## src/include/uart_cfg.svh

```systemverilog
// shared constants for the serial port and its remote end
`ifndef UART_CFG_SVH
`define UART_CFG_SVH
`define DIV_ZERO    16'h0000
`define DIV_ONE     16'h0001
`define ACC_ZERO    3'h0
`define CARRY_BIT   3
`define BITS_EIGHT  4'h8
`define BITS_NINE   4'h9
`define BITS_ONE    4'h1
`define BREAK_BITS  4'hd
`define STOPS_ONE   2'h1
`define STOPS_TWO   2'h2
`define PAR_EVEN    2'h0
`define PAR_ODD     2'h1
`define PAR_MARK    2'h2
`define PAR_SPACE   2'h3
`define IDLE_LEVEL  1'b1
`define START_LEVEL 1'b0
`define HOLD_ZERO   17'h0_0000
`define HOLD_ONE    17'h0_0001
`define WORD_ONE    9'h001
`define FRAME_FILL  12'h800
`endif

```

## src/include/uart_pkg.sv

```systemverilog
// types and frame arithmetic shared by both ends of the serial link
`include "uart_cfg.svh"
package uart_pkg;

  // control settings held by the port
  typedef struct packed {
    logic        port_enable;
    logic        transmit_enable;
    logic        receive_enable;
    logic        nine_bit_select;
    logic        parity_enable;
    logic [1:0]  parity_type_field;
    logic        two_stop_select;
    logic        tx_ninth_bit;
    logic        break_request;
    logic        tx_interrupt_enable;
    logic        divider_range_select;
    logic [2:0]  baud_fraction_field;
    logic [15:0] baud_divider;
  } ctrl_type;

  typedef enum logic [2:0] {TX_IDLE, TX_START, TX_DATA, TX_BREAK, TX_STOP} tx_state_type;
  typedef enum logic [1:0] {RX_IDLE, RX_START, RX_DATA, RX_STOP} rx_state_type;

  // fraction accumulator step, bit 3 is the carry
  function automatic logic [3:0] acc_step(input logic [2:0] acc, input logic [2:0] frac);
    return {1'b0, acc} + {1'b0, frac};
  endfunction

  // countdown load for one bit time, lengthened by the carry
  function automatic logic [15:0] bit_count(input logic [15:0] div, input logic carry);
    return div - `DIV_ONE + {15'h0000, carry};
  endfunction

  function automatic logic [3:0] payload_bits(input logic nine);
    return nine ? `BITS_NINE : `BITS_EIGHT;
  endfunction

  // payload with the top slot replaced by parity when enabled
  function automatic logic [8:0] frame_word(input logic [8:0] data, input logic nine,
                                            input logic paren, input logic [1:0] ptype);
    logic [3:0] top;
    logic [8:0] mask;
    logic [8:0] w;
    logic       p;
    top  = payload_bits(nine) - `BITS_ONE;
    mask = paren ? ((`WORD_ONE << top) - `WORD_ONE) : ((`WORD_ONE << payload_bits(nine)) - `WORD_ONE);
    w    = data & mask;
    unique case (ptype)
      `PAR_EVEN: p = ^w;
      `PAR_ODD:  p = ~^w;
      `PAR_MARK: p = 1'b1;
      default:   p = 1'b0;
    endcase
    if (paren) begin
      w[top] = p;
    end
    return w;
  endfunction

endpackage

```

## src/include/uart_link_if.sv

```systemverilog
// serial line between the port and the remote transceiver
`include "uart_cfg.svh"
interface uart_link_if;
  logic serial_out;
  logic serial_out_oe;
  logic serial_in;
  logic line_tx;

  // a released output pin floats to the idle level
  assign line_tx = serial_out_oe ? serial_out : `IDLE_LEVEL;

  modport dev (output serial_out, output serial_out_oe, input serial_in);
  modport far (input line_tx, output serial_in);
endinterface

```

## src/core/uart_port.sv

```systemverilog
// serial port: frame format, enable control, transmitter and receiver
// Notes on behaviour
// RULE1: start, 8/9 data LSB first, 1-2 stops
// RULE2: even/odd/mark/space/none parity, reset 8N1
// RULE3: one divider times both directions, same format
// RULE4: enabled pins carry serial data, idle high
// RULE5: port disable releases pins, empties buffer
// RULE6: disable clears enables and flags, sets idles
// RULE7: disable aborts at once, config kept
// RULE8: top payload bit can mark address
// RULE9: two stops transmit only, receiver checks one
// RULE10: parity or address takes top payload slot
// RULE11: ninth transmitted bit comes from control bit
// RULE12: shift reload only after stop bits
// RULE13: start needs enable, data and baud clock
// RULE14: transmit disable stops output, resets transmitter
// RULE15: empty flag gates writes, status then write (the empty flag clears on a buffered write with no status read)
// RULE16: interrupt enable gates empty flag to request
// RULE17: busy write buffered, idle write goes direct
// RULE18: idle flag set per frame, same clearing
// RULE19: held break request arms a break frame
// RULE20: break frames never raise the interrupt
// RULE21: breaks repeat while held, then stop bits
// RULE22: bit time is divider plus fraction carry
// RULE23: software keeps divider at range minimum
// RULE24: parity over data, mark one, space zero

`include "uart_cfg.svh"
module uart_rx_core (
  // clock and reset
  input  wire logic               i_clk,
  input  wire logic               i_rstn,
  // settings and line
  input  wire logic               i_active,
  input  wire logic               i_line,
  input  wire uart_pkg::ctrl_type i_ctrl,
  // received character
  output logic                    o_done,
  output logic [8:0]              o_word,
  output logic                    o_frame_err,
  output logic                    o_par_err,
  output logic                    o_noise,
  output logic                    o_busy
);
  uart_pkg::rx_state_type state_q;
  logic [15:0] cnt_q;
  logic [2:0]  acc_q;
  logic [2:0]  hist_q;
  logic [3:0]  left_q;
  logic [8:0]  sh_q;
  logic        noise_q;

  // three-sample majority around the sample point
  wire       maj     = (hist_q[0] & hist_q[1]) | (hist_q[0] & hist_q[2]) | (hist_q[1] & hist_q[2]);
  wire       split   = ~&hist_q & |hist_q;
  wire       tick    = cnt_q == `DIV_ZERO;
  wire [3:0] step    = uart_pkg::acc_step(acc_q, i_ctrl.baud_fraction_field); // RULE22
  wire [15:0] reload = uart_pkg::bit_count(i_ctrl.baud_divider, step[`CARRY_BIT]); // RULE3
  wire [3:0] n_bits  = uart_pkg::payload_bits(i_ctrl.nine_bit_select);
  wire [8:0] word    = i_ctrl.nine_bit_select ? sh_q : {1'b0, sh_q[8:1]};
  wire [8:0] expect_w = uart_pkg::frame_word(word, i_ctrl.nine_bit_select, i_ctrl.parity_enable,
                                             i_ctrl.parity_type_field);
  wire       fall    = hist_q[1] & ~hist_q[0];

  assign o_busy = state_q != uart_pkg::RX_IDLE;

  // receive sequencer, one stop bit checked
  always_ff @(posedge i_clk or negedge i_rstn) begin
    if (!i_rstn) begin
      state_q     <= uart_pkg::RX_IDLE;
      cnt_q       <= `DIV_ZERO;
      acc_q       <= `ACC_ZERO;
      hist_q      <= '1;
      left_q      <= '0;
      sh_q        <= '0;
      noise_q     <= 1'b0;
      o_done      <= 1'b0;
      o_word      <= '0;
      o_frame_err <= 1'b0;
      o_par_err   <= 1'b0;
      o_noise     <= 1'b0;
    end else begin
      hist_q <= {hist_q[1:0], i_line};
      o_done <= 1'b0;
      if (!tick) begin
        cnt_q <= cnt_q - `DIV_ONE;
      end
      if (!i_active) begin
        state_q <= uart_pkg::RX_IDLE;
      end else begin
        unique case (state_q)
          uart_pkg::RX_IDLE: begin
            if (fall) begin
              state_q <= uart_pkg::RX_START;
              cnt_q   <= i_ctrl.baud_divider >> 1;
              acc_q   <= `ACC_ZERO;
            end
          end
          uart_pkg::RX_START: begin
            if (tick) begin
              state_q <= maj ? uart_pkg::RX_IDLE : uart_pkg::RX_DATA;
              cnt_q   <= reload;
              acc_q   <= step[2:0];
              left_q  <= n_bits;
              noise_q <= split;
            end
          end
          uart_pkg::RX_DATA: begin
            if (tick) begin
              sh_q    <= {maj, sh_q[8:1]};
              noise_q <= noise_q | split;
              left_q  <= left_q - `BITS_ONE;
              cnt_q   <= reload;
              acc_q   <= step[2:0];
              if (left_q == `BITS_ONE) begin
                state_q <= uart_pkg::RX_STOP;
              end
            end
          end
          uart_pkg::RX_STOP: begin
            if (tick) begin
              state_q     <= uart_pkg::RX_IDLE;
              o_done      <= 1'b1;
              o_word      <= word;
              o_frame_err <= ~maj; // RULE9
              o_par_err   <= i_ctrl.parity_enable & (expect_w != word);
              o_noise     <= noise_q | split;
            end
          end
        endcase
      end
    end
  end
endmodule

module uart_port (
  // clock and reset
  input  wire logic               I_CLK_SYS,
  input  wire logic               I_RSTN,
  // control settings
  input  wire logic               I_CTRL_WE,
  input  wire uart_pkg::ctrl_type I_CTRL,
  // status and data access
  input  wire logic               I_STATUS_RD,
  input  wire logic               I_DATA_WE,
  input  wire logic [7:0]         I_DATA,
  input  wire logic               I_DATA_RD,
  // readback and status
  output uart_pkg::ctrl_type      O_CTRL,
  output logic                    O_TX_EMPTY,
  output logic                    O_TX_IDLE,
  output logic                    O_IRQ,
  output logic                    O_RX_AVAIL,
  output logic                    O_RX_IDLE,
  output logic                    O_OVERRUN,
  output logic                    O_FRAMING,
  output logic                    O_PARITY,
  output logic                    O_NOISE,
  output logic [2:0]              O_RX_COUNT,
  output logic [8:0]              O_RX_DATA,
  // serial line
  uart_link_if.dev                LINK
);
  uart_pkg::ctrl_type     ctrl_q, ctrl_d;
  uart_pkg::tx_state_type state_q, state_d;
  logic [15:0] cnt_q;
  logic [2:0]  acc_q;
  logic [3:0]  left_q, left_d;
  logic [1:0]  stops_q, stops_d;
  logic [8:0]  shift_q, shift_d;
  logic [7:0]  buf_q;
  logic [16:0] hold_q;
  logic        brk_q, brk_d, brk_arm_q, buf_full_q, seen_q, out_q, oe_q;
  logic        rx_done, rx_ferr, rx_perr, rx_noise, rx_busy;
  logic [8:0]  rx_word;

  // settings write; disable clears enables and break request
  always_comb begin
    ctrl_d = I_CTRL_WE ? I_CTRL : ctrl_q;
    if (!ctrl_d.port_enable) begin // RULE6
      ctrl_d.transmit_enable = 1'b0;
      ctrl_d.receive_enable  = 1'b0;
      ctrl_d.break_request   = 1'b0;
    end
  end

  // transmit qualifiers
  wire tx_on    = ctrl_q.port_enable & ctrl_q.transmit_enable;
  wire baud_ok  = ctrl_q.baud_divider != `DIV_ZERO;
  wire tick     = cnt_q == `DIV_ZERO;
  wire in_idle  = state_q == uart_pkg::TX_IDLE;
  wire stop_end = (state_q == uart_pkg::TX_STOP) & tick & (stops_q == `STOPS_ONE);
  wire wr_ok    = I_DATA_WE & O_TX_EMPTY & ctrl_q.port_enable; // RULE15
  wire can_load = tx_on & baud_ok & (in_idle | stop_end) & ~brk_arm_q; // RULE12 RULE13
  wire direct   = can_load & ~buf_full_q & wr_ok; // RULE17
  wire from_buf = can_load & buf_full_q;
  wire load     = direct | from_buf;
  wire brk_go   = tx_on & baud_ok & in_idle & brk_arm_q;
  wire seq_clr  = wr_ok & seen_q;
  wire [8:0] load_word = uart_pkg::frame_word({ctrl_q.tx_ninth_bit, from_buf ? buf_q : I_DATA}, // RULE11
                                              ctrl_q.nine_bit_select, ctrl_q.parity_enable,
                                              ctrl_q.parity_type_field); // RULE10 RULE24 RULE8
  wire [3:0] step    = uart_pkg::acc_step((load | brk_go) ? `ACC_ZERO : acc_q,
                                          ctrl_q.baud_fraction_field); // RULE22
  wire       bit_new = load | brk_go | (tick & ~in_idle & ~stop_end);
  wire [1:0] stops_n = ctrl_q.two_stop_select ? `STOPS_TWO : `STOPS_ONE; // RULE9
  wire       brk_due = hold_q > ({1'b0, ctrl_q.baud_divider} + `HOLD_ONE);
  wire       level_d = (state_d == uart_pkg::TX_DATA) ? shift_d[0] :
                       ((state_d == uart_pkg::TX_START) | (state_d == uart_pkg::TX_BREAK)) ? `START_LEVEL :
                       `IDLE_LEVEL; // RULE1 RULE4

  // transmit sequencer
  always_comb begin
    state_d = state_q;
    left_d  = left_q;
    stops_d = stops_q;
    shift_d = shift_q;
    brk_d   = brk_q;
    unique case (state_q)
      uart_pkg::TX_IDLE: begin
      end
      uart_pkg::TX_START: begin
        if (tick) begin
          state_d = brk_q ? uart_pkg::TX_BREAK : uart_pkg::TX_DATA;
          left_d  = brk_q ? `BREAK_BITS : uart_pkg::payload_bits(ctrl_q.nine_bit_select);
        end
      end
      uart_pkg::TX_DATA: begin
        if (tick) begin
          shift_d = shift_q >> 1;
          left_d  = left_q - `BITS_ONE;
          if (left_q == `BITS_ONE) begin
            state_d = uart_pkg::TX_STOP;
            stops_d = stops_n;
          end
        end
      end
      uart_pkg::TX_BREAK: begin
        if (tick) begin
          left_d = left_q - `BITS_ONE;
          if (left_q == `BITS_ONE) begin
            if (ctrl_q.break_request) begin // RULE21
              left_d = `BREAK_BITS;
            end else begin
              state_d = uart_pkg::TX_STOP;
              stops_d = stops_n;
            end
          end
        end
      end
      uart_pkg::TX_STOP: begin
        if (tick) begin
          stops_d = stops_q - `STOPS_ONE;
          if (stop_end) begin
            state_d = uart_pkg::TX_IDLE;
          end
        end
      end
    endcase
    if (load) begin
      state_d = uart_pkg::TX_START;
      shift_d = load_word;
      brk_d   = 1'b0;
    end
    if (brk_go) begin // RULE19
      state_d = uart_pkg::TX_START;
      brk_d   = 1'b1;
    end
    if (!tx_on) begin // RULE14 RULE7
      state_d = uart_pkg::TX_IDLE;
    end
  end

  // transmit and control registers
  always_ff @(posedge I_CLK_SYS or negedge I_RSTN) begin
    if (!I_RSTN) begin
      ctrl_q     <= '0; // RULE2
      state_q    <= uart_pkg::TX_IDLE;
      cnt_q      <= `DIV_ZERO;
      acc_q      <= `ACC_ZERO;
      left_q     <= '0;
      stops_q    <= '0;
      shift_q    <= '0;
      brk_q      <= 1'b0;
      out_q      <= `IDLE_LEVEL;
      oe_q       <= 1'b0;
      seen_q     <= 1'b0;
      hold_q     <= `HOLD_ZERO;
      brk_arm_q  <= 1'b0;
    end else begin
      ctrl_q    <= ctrl_d;
      state_q   <= state_d;
      left_q    <= left_d;
      stops_q   <= stops_d;
      shift_q   <= shift_d;
      brk_q     <= brk_d;
      out_q     <= level_d;
      oe_q      <= ctrl_d.port_enable & ctrl_d.transmit_enable; // RULE4 RULE5
      cnt_q     <= bit_new ? uart_pkg::bit_count(ctrl_q.baud_divider, step[`CARRY_BIT]) :
                   (tick ? cnt_q : cnt_q - `DIV_ONE); // RULE3
      acc_q     <= bit_new ? step[2:0] : acc_q;
      seen_q    <= I_STATUS_RD | (seen_q & ~I_DATA_WE & ~I_DATA_RD);
      hold_q    <= (ctrl_q.break_request & O_TX_IDLE & in_idle) ?
                   (brk_due ? hold_q : hold_q + `HOLD_ONE) : `HOLD_ZERO; // RULE19
      brk_arm_q <= tx_on & ctrl_q.break_request & ~brk_go & (brk_arm_q | brk_due);
    end
  end

  // transmit buffer and flags, hardware set wins over clear
  always_ff @(posedge I_CLK_SYS or negedge I_RSTN) begin
    if (!I_RSTN) begin
      buf_q      <= '0;
      buf_full_q <= 1'b0;
      O_TX_EMPTY <= 1'b1;
      O_TX_IDLE  <= 1'b1;
      O_IRQ      <= 1'b0;
    end else begin
      if (wr_ok & ~direct) begin
        buf_q <= I_DATA;
      end
      buf_full_q <= ctrl_q.port_enable & ((wr_ok & ~direct) | (buf_full_q & ~from_buf)); // RULE5
      O_TX_EMPTY <= ~ctrl_q.port_enable | from_buf | (O_TX_EMPTY & ~(wr_ok & ~direct)); // RULE15 RULE17
      O_TX_IDLE  <= ~ctrl_q.port_enable | stop_end | (O_TX_IDLE & ~seq_clr); // RULE18
      O_IRQ      <= ctrl_q.tx_interrupt_enable & O_TX_EMPTY; // RULE16 RULE20
    end
  end

  uart_rx_core u_rx (
    .i_clk       (I_CLK_SYS),
    .i_rstn      (I_RSTN),
    .i_active    (ctrl_q.port_enable & ctrl_q.receive_enable),
    .i_line      (LINK.serial_in),
    .i_ctrl      (ctrl_q),
    .o_done      (rx_done),
    .o_word      (rx_word),
    .o_frame_err (rx_ferr),
    .o_par_err   (rx_perr),
    .o_noise     (rx_noise),
    .o_busy      (rx_busy)
  );

  // receive holding register and flags
  wire rx_clr   = I_DATA_RD & seen_q;
  wire rx_full  = O_RX_AVAIL & ~rx_clr;
  wire rx_store = rx_done & ~rx_full;
  always_ff @(posedge I_CLK_SYS or negedge I_RSTN) begin
    if (!I_RSTN) begin
      O_RX_AVAIL <= 1'b0;
      O_RX_IDLE  <= 1'b1;
      O_OVERRUN  <= 1'b0;
      O_FRAMING  <= 1'b0;
      O_PARITY   <= 1'b0;
      O_NOISE    <= 1'b0;
      O_RX_DATA  <= '0;
    end else begin
      O_RX_IDLE  <= ~ctrl_q.port_enable | ~rx_busy; // RULE6
      O_RX_AVAIL <= ctrl_q.port_enable & (rx_done | rx_full);
      O_OVERRUN  <= ctrl_q.port_enable & ((rx_done & rx_full) | (O_OVERRUN & ~rx_clr));
      O_FRAMING  <= ctrl_q.port_enable & (rx_store ? rx_ferr : (O_FRAMING & ~rx_clr));
      O_PARITY   <= ctrl_q.port_enable & (rx_store ? rx_perr : (O_PARITY & ~rx_clr));
      O_NOISE    <= ctrl_q.port_enable & (rx_store ? rx_noise : (O_NOISE & ~rx_clr));
      if (rx_store) begin
        O_RX_DATA <= rx_word;
      end
    end
  end

  // outputs and line drive
  assign O_CTRL             = ctrl_q;
  assign O_RX_COUNT         = {2'h0, O_RX_AVAIL};
  assign LINK.serial_out    = out_q;
  assign LINK.serial_out_oe = oe_q;
endmodule

```

## src/flat_wrapper.sv

```systemverilog
// flat-port wrapper written by rule: the top's interface ports become plain ports
module uart_port_flat 
  (I_CLK_SYS, I_RSTN, I_CTRL_WE, I_CTRL, I_STATUS_RD, I_DATA_WE, I_DATA, I_DATA_RD, O_CTRL, O_TX_EMPTY, O_TX_IDLE, O_IRQ, O_RX_AVAIL, O_RX_IDLE, O_OVERRUN, O_FRAMING, O_PARITY, O_NOISE, O_RX_COUNT, O_RX_DATA, LINK_serial_out, LINK_serial_out_oe, LINK_serial_in);
  uart_link_if LINK_i ();
  input  wire logic I_CLK_SYS;
  input  wire logic I_RSTN;
  input  wire logic I_CTRL_WE;
  input  wire uart_pkg::ctrl_type I_CTRL;
  input  wire logic I_STATUS_RD;
  input  wire logic I_DATA_WE;
  input  wire logic [7:0] I_DATA;
  input  wire logic I_DATA_RD;
  output uart_pkg::ctrl_type O_CTRL;
  output logic O_TX_EMPTY;
  output logic O_TX_IDLE;
  output logic O_IRQ;
  output logic O_RX_AVAIL;
  output logic O_RX_IDLE;
  output logic O_OVERRUN;
  output logic O_FRAMING;
  output logic O_PARITY;
  output logic O_NOISE;
  output logic [2:0] O_RX_COUNT;
  output logic [8:0] O_RX_DATA;
  output wire logic [$bits(LINK_i.serial_out)-1:0] LINK_serial_out;
  output wire logic [$bits(LINK_i.serial_out_oe)-1:0] LINK_serial_out_oe;
  input wire logic [$bits(LINK_i.serial_in)-1:0] LINK_serial_in;
  assign LINK_serial_out = LINK_i.serial_out;
  assign LINK_serial_out_oe = LINK_i.serial_out_oe;
  assign LINK_i.serial_in = LINK_serial_in;
  uart_port u_core (.I_CLK_SYS(I_CLK_SYS), .I_RSTN(I_RSTN), .I_CTRL_WE(I_CTRL_WE), .I_CTRL(I_CTRL), .I_STATUS_RD(I_STATUS_RD), .I_DATA_WE(I_DATA_WE), .I_DATA(I_DATA), .I_DATA_RD(I_DATA_RD), .O_CTRL(O_CTRL), .O_TX_EMPTY(O_TX_EMPTY), .O_TX_IDLE(O_TX_IDLE), .O_IRQ(O_IRQ), .O_RX_AVAIL(O_RX_AVAIL), .O_RX_IDLE(O_RX_IDLE), .O_OVERRUN(O_OVERRUN), .O_FRAMING(O_FRAMING), .O_PARITY(O_PARITY), .O_NOISE(O_NOISE), .O_RX_COUNT(O_RX_COUNT), .O_RX_DATA(O_RX_DATA), .LINK(LINK_i));
endmodule
```

## config.mk

```make
export PLATFORM = sky130hd
export DESIGN_NAME = uart_port_flat
export DESIGN_NICKNAME = d
export VERILOG_FILES = /design/src/include/uart_pkg.sv /design/src/include/uart_link_if.sv /design/src/core/uart_port.sv /design/src/flat_wrapper.sv
export VERILOG_INCLUDE_DIRS = /design/src /design/src/include
export SDC_FILE = /design/constraint.sdc
export NUM_CORES = 1
export LEC_CHECK = 0
export ABC_AREA = 1
export BUFFER_PORTS_ARGS = -buffer_cell sky130_fd_sc_hd__buf_2
export CELL_PAD_IN_SITES_DETAIL_PLACEMENT = 1
export CELL_PAD_IN_SITES_GLOBAL_PLACEMENT = 1
export CORE_ASPECT_RATIO = 1.75
export CORE_MARGIN = 2
export CORE_UTILIZATION = 48
export DETAILED_ROUTE_END_ITERATION = 8
export PLACE_DENSITY_LB_ADDON = 0.1
export SLEW_MARGIN = 15
export SYNTH_ARGS = -nofsm -noshare
export SYNTH_HDL_FRONTEND = slang
export SYNTH_SLANG_ARGS = --single-unit
```

## constraint.sdc

```tcl
create_clock -name I_CLK_SYS -period 7.7 [get_ports I_CLK_SYS]
set_clock_uncertainty 0.2 [all_clocks]
set_input_delay 1.54 -clock I_CLK_SYS [delete_from_list [all_inputs] [get_ports I_CLK_SYS]]
set_output_delay 1.54 -clock I_CLK_SYS [all_outputs]
set_load 0.005 [all_outputs]
```

==> impl_results.md, run 1 <==
- # IOs: 100
- Buf/Inv on CP: 1
- Site Rows: 72
- Netlist cell types: 63
- Vias: 10,072
- Status: finished, final reports clean
- CP startpoint kind: flip-flop
- CP arrival: 4830 ps
- Initial detailed-routing violation count: 433
- Register bit total from synthesis: 167
- Syn avg cell area: 7.69 sq um
- Synth top area share: 37.2%
- DRT Pass-1 Iters: 4
- Total track usage: 31.0%
- DR WL/cell: 19.2 um
- CTS max path bufs: 2
- Total CTS buffers: 17
- Share of cells above drive strength 1: 14.5%
- Setup WS pre-CTS: 3140 ps
- Top layer in use: met4
- CTS Hold Buffers Added: 0
- Final hold slack: 188 ps
- Largest net degree at the start of global routing: 101
- Die H: 202 um
- Async set-reset flop share out of synthesis: 100%
- Area of the multi-input gates: 5660 sq um
- Final setup TNS: 0 ps
- Fillcell total: 2,853
- Worst Path Class, Setup: flip-flop to flip-flop
- Root buffer cell: clkbuf_16
- Dominant synthesized flop cell: dfrtp_1
- Vias in the first global route: 11,020
- Hold Fails Final Rpt: 0
- Post-route ant nets: 0
- IO buf count: 97
- Cell area after synthesis: 10,800 sq um
- LEAKAGE: 5.84 nW
- # nets final: 1,585
- Slew HR: 30.6%
- RSZ-0062 raised after global routing: no
- Syn. warnings: 0
- Max frequency: 0.214 GHz
- Final period util: 60.8%
- First-pass GRT wire length: 56,300 um
- CTS tree: built
- Min cycle time layout: 4680 ps
- Vias per cell: 5.60
- Sink count of the clock tree: 167
- Reg area: 4190 sq um
- Routed WL: 34,600 um
- Final setup violating endpoints: 0
- Initial antenna violation count: 1
- Worst-Skew Late Latency: 460 ps
- Max-slew violation count: 0
- CP max stage cell: dfrtp_1
- Maxcap violations: 0
- CP Cell Sequence: inv_2 -> nor3_1 -> nand3_1 -> nor4_2 -> nand3_1 -> or2_2 -> nor3_2 -> xor2_1 -> ha_1 -> nand4_1 -> nor2_1 -> nand3b_1 -> nand3_1 -> nand2_1 -> nand2_1 -> nor2_1 -> nand4_1 -> nor3b_2 -> nand2_1 -> nor2_1 -> nand3_1 -> nand2_1 -> nor2_1
- Worst setup EP type: flip-flop
- Crit path required time: 7850 ps
- Die Span X: 117 um
- Clk slew on worst S/H paths: 70 ps
- Worst-margin pin slew: 1030 ps
- Final Worst Setup Slack: 3020 ps
- Pwr/cell area: 227 nW/um^2
- Worst stage delay on the critical path: 470 ps
- Routed met3 length: 1030 um
- Routability cong.: 0.998
- # DRC: 0
- Post CTS Setup Buffer Count: 0
- Die area: 23,700 sq um
- P&R area growth vs syn: 12.3%
- Register area share after synthesis: 38.9%
- Met2 wire length: 19,100 um
- Maximum vdd drop: 0.000175 V
- CP Max Fanout: 8
- Starting Density: 48.8%
- Area leader, netlist: dfrtp_1
- CP top delay family: simple AND/OR/NAND/NOR gates
- H-tree Lvls: 4
- Post-cts resize count: 0
- Most frequent cells after synthesis: nand2_1, inv_1, dfrtp_1
- Synth top area cells: dfrtp_1, nand2_1, inv_1
- Synth Instances: 1,399
- Min-Delay Path Class: flip-flop to flip-flop
- EDFF count, synth: 0
- Top-count cell post-synth: nand2_1
- Post-detail-place hpwl: 26,900 um
- Met1 WL: 12,600 um
- GRT overflow: 0
- Core area: 22,100 sq um
## worst paths after layout
path                                  startpoint               endpoint  slack, ps  cells after the start
max                             u_core.O_CTRL[2]      u_core.hold_q[15]       3020                     23
min                        u_core.u_rx.hist_q[1]  u_core.u_rx.hist_q[2]        190                      0
max reg2reg                     u_core.O_CTRL[2]      u_core.hold_q[15]       3020                     23
min reg2reg                u_core.u_rx.hist_q[1]  u_core.u_rx.hist_q[2]        190                      0
max in group asynchronous                 I_RSTN        u_core.buf_q[1]       4790                      2
min in group asynchronous                 I_RSTN  u_core.u_rx.cnt_q[12]       1000                      1
## report_power, final
group,internal (mW),switching (mW)
sequential,1.01,0.140
combinational,0.254,0.448
clock,0.488,0.405
## placed cells by master (no fill, tap or decap), types with 4 or more instances in the layout
master     Yosys  routed
nor3_1        31      31
inv_1        187     187
o211ai_1       4       4
buf_2          5      96
o221ai_1       9       9
or2_2          6       6
nor2_4         4       4
inv_2         10      10
nor2_2        17      17
dfstp_2        7       7
xnor2_1       15      15
o31ai_1        6       6
a21oi_1       72      72
nand4_1       24      24
inv_6          0       6
clkinv_4       0       4
o21ai_0      124     124
nor3_2         4       4
nor4_1         6       6
nand3_1       61      61
o21ai_1        7       7
ha_1          48      48
nand3b_1       4       4
mux2_2        18      18
dfrtp_1      160     160
nor2_1       123     123
clkbuf_16      0      17
nand2_1      303     303
xor2_1        57      57
nand3_2        4       4
o22ai_1        6       6
a31oi_1        4       4
## per-layer routing
layer	global-route usage, %	vias up
li1	-	4754
met1	32.3	4970
met2	57.6	242
met3	4.95	106
met4	16.2	0
met5	0	-
## registers in the layout, summed over array words and instances, names as in the netlist, 4 cells and up
name                cells
u_core.shift_q          9
u_core.u_rx.left_q      4
u_core.buf_q            8
u_core.left_q           4
u_core.hold_q          17
u_core.O_RX_DATA        9
u_core.cnt_q           16
u_core.u_rx.sh_q        9
u_core.u_rx.o_word      9
u_core.u_rx.cnt_q      16
u_core.O_CTRL          31
## kinds of logic after synthesis
family                     count (synthesis)  synth area share, %
muxes                                     19                 1.98
buffers and inverters                    230                 8.48
adders and majority gates                 50                 5.95
other                                      1               0.0349
xor gates and xnor gates                  73                 6.01
DFF                                      167                 38.9
AOI/OAI and AO/OA                        258                 13.5
and+or+nand+nor                          601                 25.1
## final cells by class
class / count / area share, %
Clock buffer: 18 / 3.55
Clock inverter: 14 / 1.40
Sequential cell: 167 / 34.6
Tap cell: 296 / 3.06
Timing Repair Buffer: 100 / 4.25
Multi-Input combinational cell: 1003 / 46.9
Inverter: 200 / 6.21
Antenna cell: 1 / 0.0207
## stage by stage
stage	area (sq um)	total power, mW	cells	utilization [%]
2_1_floorplan	10800	1.61	1400	-
3_3_place_gp	11500	1.83	1766	52.0
3_5_place_dp	11500	1.86	1766	52.0
4_1_cts	12100	2.76	1798	54.8
5_1_grt	12100	2.90	1799	54.8
6_report	12100	2.75	1799	54.8
Note: power is estimated with default switching activity, not from simulation.
==> inputs of run 2 (changes only) <==
Settings changed: CORE_UTILIZATION 48 to 40.
Clock period 7.7 ns to 3.82 ns, I/O delays scaled along.
==> run 2 against run 1 <==
Net effect:
- the flow now finishes with violations (setup timing)
- global-route usage fell by 4.4 points
- via count up 2.8%
- largest power group unchanged
- first-iteration DRC count fell by 3.5%
- register-to-register slack got worse by 3100 ps
- total power is 110% higher
- sequential power grew 98%
- largest cell class unchanged
- utilization fell by 5.1 points
- hold slack worse by 130 ps
- critical path depth is the same
- clock power is 100% higher
- die area grew 19%
- combinational power up 130%
==> impl_results.md, run 2 (synthesis gave the netlist of run 1 again) <==
- Slew HR: 30.0% (-0.61 points)
- Status: finished with violations
- CP max stage cell: dfrtp_1
- Max-slew violation count: 0 (unchanged)
- Max frequency: 0.255 GHz (+20%)
- Min-Delay Path Class: input port to asynchronous set/reset pin
- Die area: 28,300 sq um (+19%)
- CP top delay family: simple AND/OR/NAND/NOR gates
- Root buffer cell: clkbuf_16
- Post-route ant nets: 0 (unchanged)
- GRT overflow: 0 (unchanged)
- # DRC: 0 (unchanged)
- Starting Density: 40.6% (-8.1 points)
- Vias: 10,350 (+2.8%)
- Maximum vdd drop: 0.000340 V (+94%)
- CP arrival: 4070 ps (-760 ps)
- Initial detailed-routing violation count: 418 (-3.5%)
- # IOs: 100 (unchanged)
- CP Max Fanout: 4 (-4)
- Worst Setup SP: u_core.O_CTRL[0]
- Antenna diodes: 0 (-1)
- CP Cell Sequence: inv_1 -> nor3_4 -> nand3_2 -> nor4_4 -> nand3_1 -> or2_4 -> nor3_2 -> xor2_1 -> ha_1 -> nand4_1 -> nor2_2 -> nand3b_1 -> nand3_1 -> nand2_2 -> nand2_2 -> nor2_4 -> nand4_1 -> nor3b_2 -> nand2_2 -> nor2_4 -> nand3_2 -> nand2_1 -> nor2_1
- # nets final: 1,681 (+6.1%)
- Die H: 221 um (+9.4%)
- Buf/Inv on CP: 1 (unchanged)
- Worst Path Class, Setup: flip-flop to flip-flop
- DR WL/cell: 19.1 um (-0.52%)
- Worst-Skew Late Latency: 460 ps (about the same)
- Most common cell after layout, fill and taps aside: nand2_1
- Sink count of the clock tree: 167 (unchanged)
- Hold Fails Final Rpt: 0 (unchanged)
- Total CTS buffers: 17 (unchanged)
- CP startpoint kind: flip-flop
- Total track usage: 26.6% (-4.4 points)
- Final Worst Setup Slack: -97.6 ps (-3110 ps)
- Routability cong.: 0.891 (-11%)
- LEAKAGE: 6.36 nW (+8.9%)
- Final std cells w/o fill: 1,922 (+6.8%)
- Vias in the first global route: 11,318 (+2.7%)
- Pwr/cell area: 432 nW/um^2 (+90%)
- Setup crit end: u_core.hold_q[15]
- Largest net degree at the start of global routing: 61 (-40%)
- Site Rows: 79 (+9.7%)
- Crit path required time: 3970 ps (-3880 ps)
- H-tree Lvls: 4 (unchanged)
- Worst stage delay on the critical path: 390 ps (-80 ps)
- CTS Hold Buffers Added: 0 (unchanged)
- RSZ-0062 raised after global routing: yes
- R2R cell count: 23 (unchanged)
- Critical R2R Launch: u_core.O_CTRL[0]
- Initial antenna violation count: 1 (unchanged)
- Clk slew on worst S/H paths: 70 ps (about the same)
- Final period util: 103% (+42 points)
- Routed WL: 36,800 um (+6.3%)
- Share of cells above drive strength 1: 23.2% (+8.7 points)
- CTS tree: built
- Max reg flops: 31 (unchanged)
- Die Span X: 128 um (+9.2%)
- DRT Pass-1 Iters: 6 (+2)
- Fin util: 49.6% (-5.1 points)
- Failing checks: setup timing
- First-pass GRT wire length: 58,500 um (+3.8%)
- Most frequent cells in the layout: nand2_1, inv_1, dfrtp_1
- Worst setup EP type: flip-flop
- Maxcap violations: 0 (unchanged)
- Dpl cells: 1,864 (+5.5%)
- P&R area growth vs syn: 22.2%
- Post-detail-place hpwl: 28,800 um (+6.9%)
- Most used cell, CP: nand2_2
- Min cycle time layout: 3920 ps (-766 ps)
- CTS max path bufs: 2 (unchanged)
- IO buf count: 97 (unchanged)
- Worst-margin pin slew: 1040 ps (+9.12 ps)
- Core area: 26,500 sq um (+20%)
- Worst reg2reg path endpoint: u_core.hold_q[15]
- Cell depth of the worst setup path: 23 (unchanged)
- Vias per cell: 5.39 (-3.8%)
- Final setup violating endpoints: 4 (+4)
- Reg2reg setup slack: -100 ps (-3110 ps)
- Final hold slack: 57.5 ps (-130 ps)
run 2: cell count changes in the layout (fill, tap and decap cells not counted), moves of 5 or more:
cell,delta
buf_4,+93
nor3_1,-8
o21ai_1,+5
o21ai_0,-5
inv_1,-5
ha_2,+5
nand2_1,-11
ha_1,-6
nor2_1,-13
nand2_2,+9
nor2_2,+9
run 2: stage by stage:
step                instance area (sq um)  setup WS [ps]  total power, mW  TNS [ps]
floorplan                           10800           1.92             3.24         0
finish                              13200          -97.6             5.67      -323
CTS                                 12900           -150             5.69      -600
detailed placement                  12100           -241             3.87      -714
global placement                    12100          -44.7             3.81     -44.7
global route                        13200           -468             6.01     -3670
run 2: final cells by class:
cell class / instances / area (sq um)
clock buffer: 18 / 439
clock inverter: 14 / 155
fill: 3350 / 13300
inverter: 200 / 753
multi-input combinational: 1003 / 5940
sequential: 167 / 4190
tap: 324 / 405
timing repair buffer: 196 / 1260
run 2: power breakdown:
part | switching, mW | internal, mW
registers | 0.240 | 2.04
logic | 0.977 | 0.625
clock network | 0.849 | 0.946
run 2: metal layers:
layer  wire, um  track usage, %
met1      13200            26.9
met2      21000            52.7
met3       1120            3.43
met4       1450            11.4
met5          7               0
run 2: how the worst min path moves through the flow:
stage	to	slack (ps)	cells after the start
floorplan	u_core.u_rx.hist_q[1]	170	0
global placement	u_core.u_rx.hist_q[2]	170	0
detailed placement	u_core.u_rx.hist_q[2]	180	0
CTS	u_core.O_CTRL[10]	80	1
global route	u_core.O_CTRL[10]	100	1
finish	u_core.u_rx.cnt_q[13]	60	1
run 2: repair_timing:
item,4_1_cts,5_1_grt
setup endpoints to repair,9,27
pin swaps,19,41
gates resized for setup,16,61
setup buffers,23,9
==> inputs of run 3 (changes only) <==
--- a/config.mk
+++ b/config.mk
@@ -13,5 +13,6 @@
 export CORE_ASPECT_RATIO = 1.75
 export CORE_MARGIN = 2
-export CORE_UTILIZATION = 40
+export CORE_UTILIZATION = 42
+export CTS_BUF_LIST = sky130_fd_sc_hd__clkbuf_4 sky130_fd_sc_hd__clkbuf_8
 export DETAILED_ROUTE_END_ITERATION = 8
 export PLACE_DENSITY_LB_ADDON = 0.1
==> constraint.sdc (replaced) <==
create_clock -name I_CLK_SYS -period 3.82 [get_ports I_CLK_SYS]
set_clock_uncertainty 0.2 [all_clocks]
set_input_delay 0.191 -clock I_CLK_SYS [delete_from_list [all_inputs] [get_ports I_CLK_SYS]]
set_output_delay 0.191 -clock I_CLK_SYS [all_outputs]
set_load 0.005 [all_outputs]
==> run 3 against run 2 <==
Net effect:
- the flow still finishes with violations (setup timing)
- total power decreased by 7.3%
- sequential share of layout area decreased by 0.40 points
- design area increased by 1.3%
==> impl_results.md, run 3 (synthesis gave the netlist of run 1 again) <==
- P&R area growth vs syn: 23.8%
- Worst setup EP type: flip-flop
- Slew HR: 32.8% (+2.8 points)
- Max reg flops: 31 (unchanged)
- Flop pwr share: 43.4% (+3.3 points)
- DRT Pass-1 Iters: 4 (-2)
- Routed WL: 36,800 um (-0.11%)
- Core area: 25,200 sq um (-4.7%)
- Worst Hold Path Cells: 2
- Fillcell total: 3,149 (-6.0%)
- CP startpoint kind: flip-flop
- Final std cells w/o fill: 1,958 (+1.9%)
- Status: finished with violations
- Die area: 27,000 sq um (-4.6%)
- Fin util: 52.8% (+3.1 points)
- Maxcap violations: 0 (unchanged)
- Max frequency: 0.241 GHz (-5.5%)
- Vias per cell: 5.36 (-0.48%)
- Met3 usage: 3.69% (+0.26 points)
- CP max stage cell: dfrtp_1
- # IOs: 100 (unchanged)
- Met2 Use GR: 54.2% (+1.5 points)
- Clock group share of total power: 25.0% (-6.6 points)
- Worst Path Class, Setup: flip-flop to flip-flop
- H-tree Lvls: 4 (unchanged)
- Vias in the first global route: 11,436 (+1.0%)
- Antenna diodes: 0 (unchanged)
- Most common cell after layout, fill and taps aside: nand2_1
- HP Start: LINK_serial_in
- Worst-margin pin slew: 1010 ps (-35.1 ps)
- Pwr/cell area: 395 nW/um^2 (-8.5%)
- Failing checks: setup timing
- CTS max path bufs: 2 (unchanged)
- Final setup violating endpoints: 8 (+4)
- Worst reg2reg path endpoint: u_core.hold_q[11]
- Worst stage delay on the critical path: 400 ps (about the same)
- Clk slew on worst S/H paths: 100 ps (+30 ps)
- Final Worst Setup Slack: -323 ps (-226 ps)
- CP arrival: 4350 ps (+280 ps)
- Area of the multi-input gates: 5900 sq um (-0.80%)
- Post-route ant nets: 0 (unchanged)
- Reg2reg setup slack: -320 ps (-230 ps)
- Vias: 10,493 (+1.4%)
- WHS Endpoint: u_core.u_rx.hist_q[0]
- CP Max Fanout: 5 (+1)
- Final hold slack: 112 ps (+54.9 ps)
- Crit path required time: 4030 ps (+60 ps)
- # nets final: 1,725 (+2.6%)
- GRT Max-Usage Layer: met2
- Site Rows: 77 (-2.5%)
- Post-detail-place hpwl: 27,900 um (-3.0%)
- Largest net degree at the start of global routing: 113 (+85%)
- Routability cong.: 0.918 (+3.0%)
- # DRC: 0 (unchanged)
- Starting Density: 42.6% (+2.0 points)
- R2R cell count: 26 (+13%)
- Die Span X: 125 um (-2.3%)
- IO buf count: 97 (unchanged)
- Dpl cells: 1,862 (-0.11%)
- Reg area: 4190 sq um (unchanged)
- Sw Ratio: 38.3% (+1.9 points)
- Initial detailed-routing violation count: 393 (-6.0%)
- GRT overflow: 0 (unchanged)
- Total track usage: 27.4% (+0.84 points)
- Root buffer cell: clkbuf_8
- Die H: 216 um (-2.4%)
- DR WL/cell: 18.8 um (-1.9%)
- Worst Setup SP: u_core.O_CTRL[1]
- Share of cells above drive strength 1: 21.5% (-1.7 points)
- Min-Delay Path Class: input port to flip-flop
- RSZ-0062 raised after global routing: yes
- Critical R2R Launch: u_core.O_CTRL[1]
- Combinational power share: 31.6% (+3.4 points)
- Sink count of the clock tree: 167 (unchanged)
- CTS tree: built
- Switch Pwr: 2.01 mW (-2.5%)
- Max-slew violation count: 0 (unchanged)
- Final setup TNS: -1690 ps (-1370 ps)
- Maximum vdd drop: 0.000267 V (-22%)
- Most frequent cells in the layout: nand2_1, inv_1, dfrtp_1
- Pint: 3.25 mW (-10%)
- Hold Fails Final Rpt: 0 (unchanged)
- Worst-Skew Late Latency: 520 ps (+60 ps)
- LEAKAGE: 6.43 nW (+1.2%)
- Initial antenna violation count: 0 (-1)
- First-pass GRT wire length: 58,500 um (+0.12%)
- Final period util: 108% (+5.9 points)
- Total CTS buffers: 17 (unchanged)
- Min cycle time layout: 4140 ps (+226 ps)
- Setup WS pre-CTS: -229 ps (+11.8 ps)
- Met1 usage: 27.7% (+0.73 points)
- Most used cell, CP: nand2_2
[run 3: cell count changes in the layout (fill, tap and decap cells not counted), moves of 3 or more]
cell	change
o21ai_0	+3
dlygate4sd3_1	+47
nor3_2	-4
o21ai_1	-4
clkinvlp_4	+3
clkbuf_16	-17
inv_2	-3
nor2_2	-3
nor2_1	+3
ha_2	-4
nor3_1	+3
clkbuf_8	+16
[run 3: metal layers]
| layer | wire length (um) | vias to the layer above |
|---|---|---|
| met2 | 20600 | 208 |
| met1 | 13500 | 5150 |
| met3 | 941 | 93 |
| met4 | 1760 | 0 |
| met5 | 0 | - |
| li1 | - | 5042 |
[run 3: area by class of cell]
cell class	count	share of cell area, %
inverters	200	5.67
repair buffers	240	12.8
clock buffers	18	1.81
well taps	316	2.97
clock inverters	14	1.05
flip-flops and latches	167	31.5
multi-input cells	1003	44.3
[run 3: what timing repair did]
item                                    4_1_cts  5_1_grt
pin swaps                                     0       34
hold buffers                                 47        0
endpoints found under the setup margin       10       22
endpoints found under the hold margin       141        0
gates resized for setup                       7       53
buffers inserted                              0       18
[run 3: power by group through the flow]
stage	sequential [mW]	clock, mW	combinational (mW)
5_1_grt	2.32	1.41	1.87
2_1_floorplan	2.25	0	0.996
6_report	2.28	1.32	1.66
3_3_place_gp	2.30	0	1.51
3_5_place_dp	2.31	0	1.55
4_1_cts	2.28	1.35	1.61
[run 3: critical path: cells and delay by family (launching register included)]
| family | cells | cell delay (ps) |
|---|---|---|
| simple gates | 17 | 2190 |
| compound gates | 3 | 330 |
| fa+ha+maj | 2 | 410 |
| xor+xnor | 1 | 180 |
| flops | 1 | 400 |
| buf+inv | 3 | 330 |
[run 3: how the worst max path moves through the flow]
stage / end / slack, ps / cells past startpoint
final: u_core.hold_q[11] / -320 / 26
after CTS: u_core.hold_q[15] / -110 / 26
after floorplan: u_core.hold_q[15] / 2 / 23
after global routing: u_core.hold_q[15] / -600 / 24
after detailed placement: u_core.hold_q[15] / -230 / 26
after global placement: u_core.hold_q[15] / -1 / 26
[run 3: metrics by stage]
| step | power [mW] | area, sq um |
|---|---|---|
| finish | 5.26 | 13300 |
| global route | 5.60 | 13300 |
| global placement | 3.81 | 12100 |
| CTS | 5.23 | 13000 |
| floorplan | 3.24 | 10800 |
| detailed placement | 3.86 | 12100 |
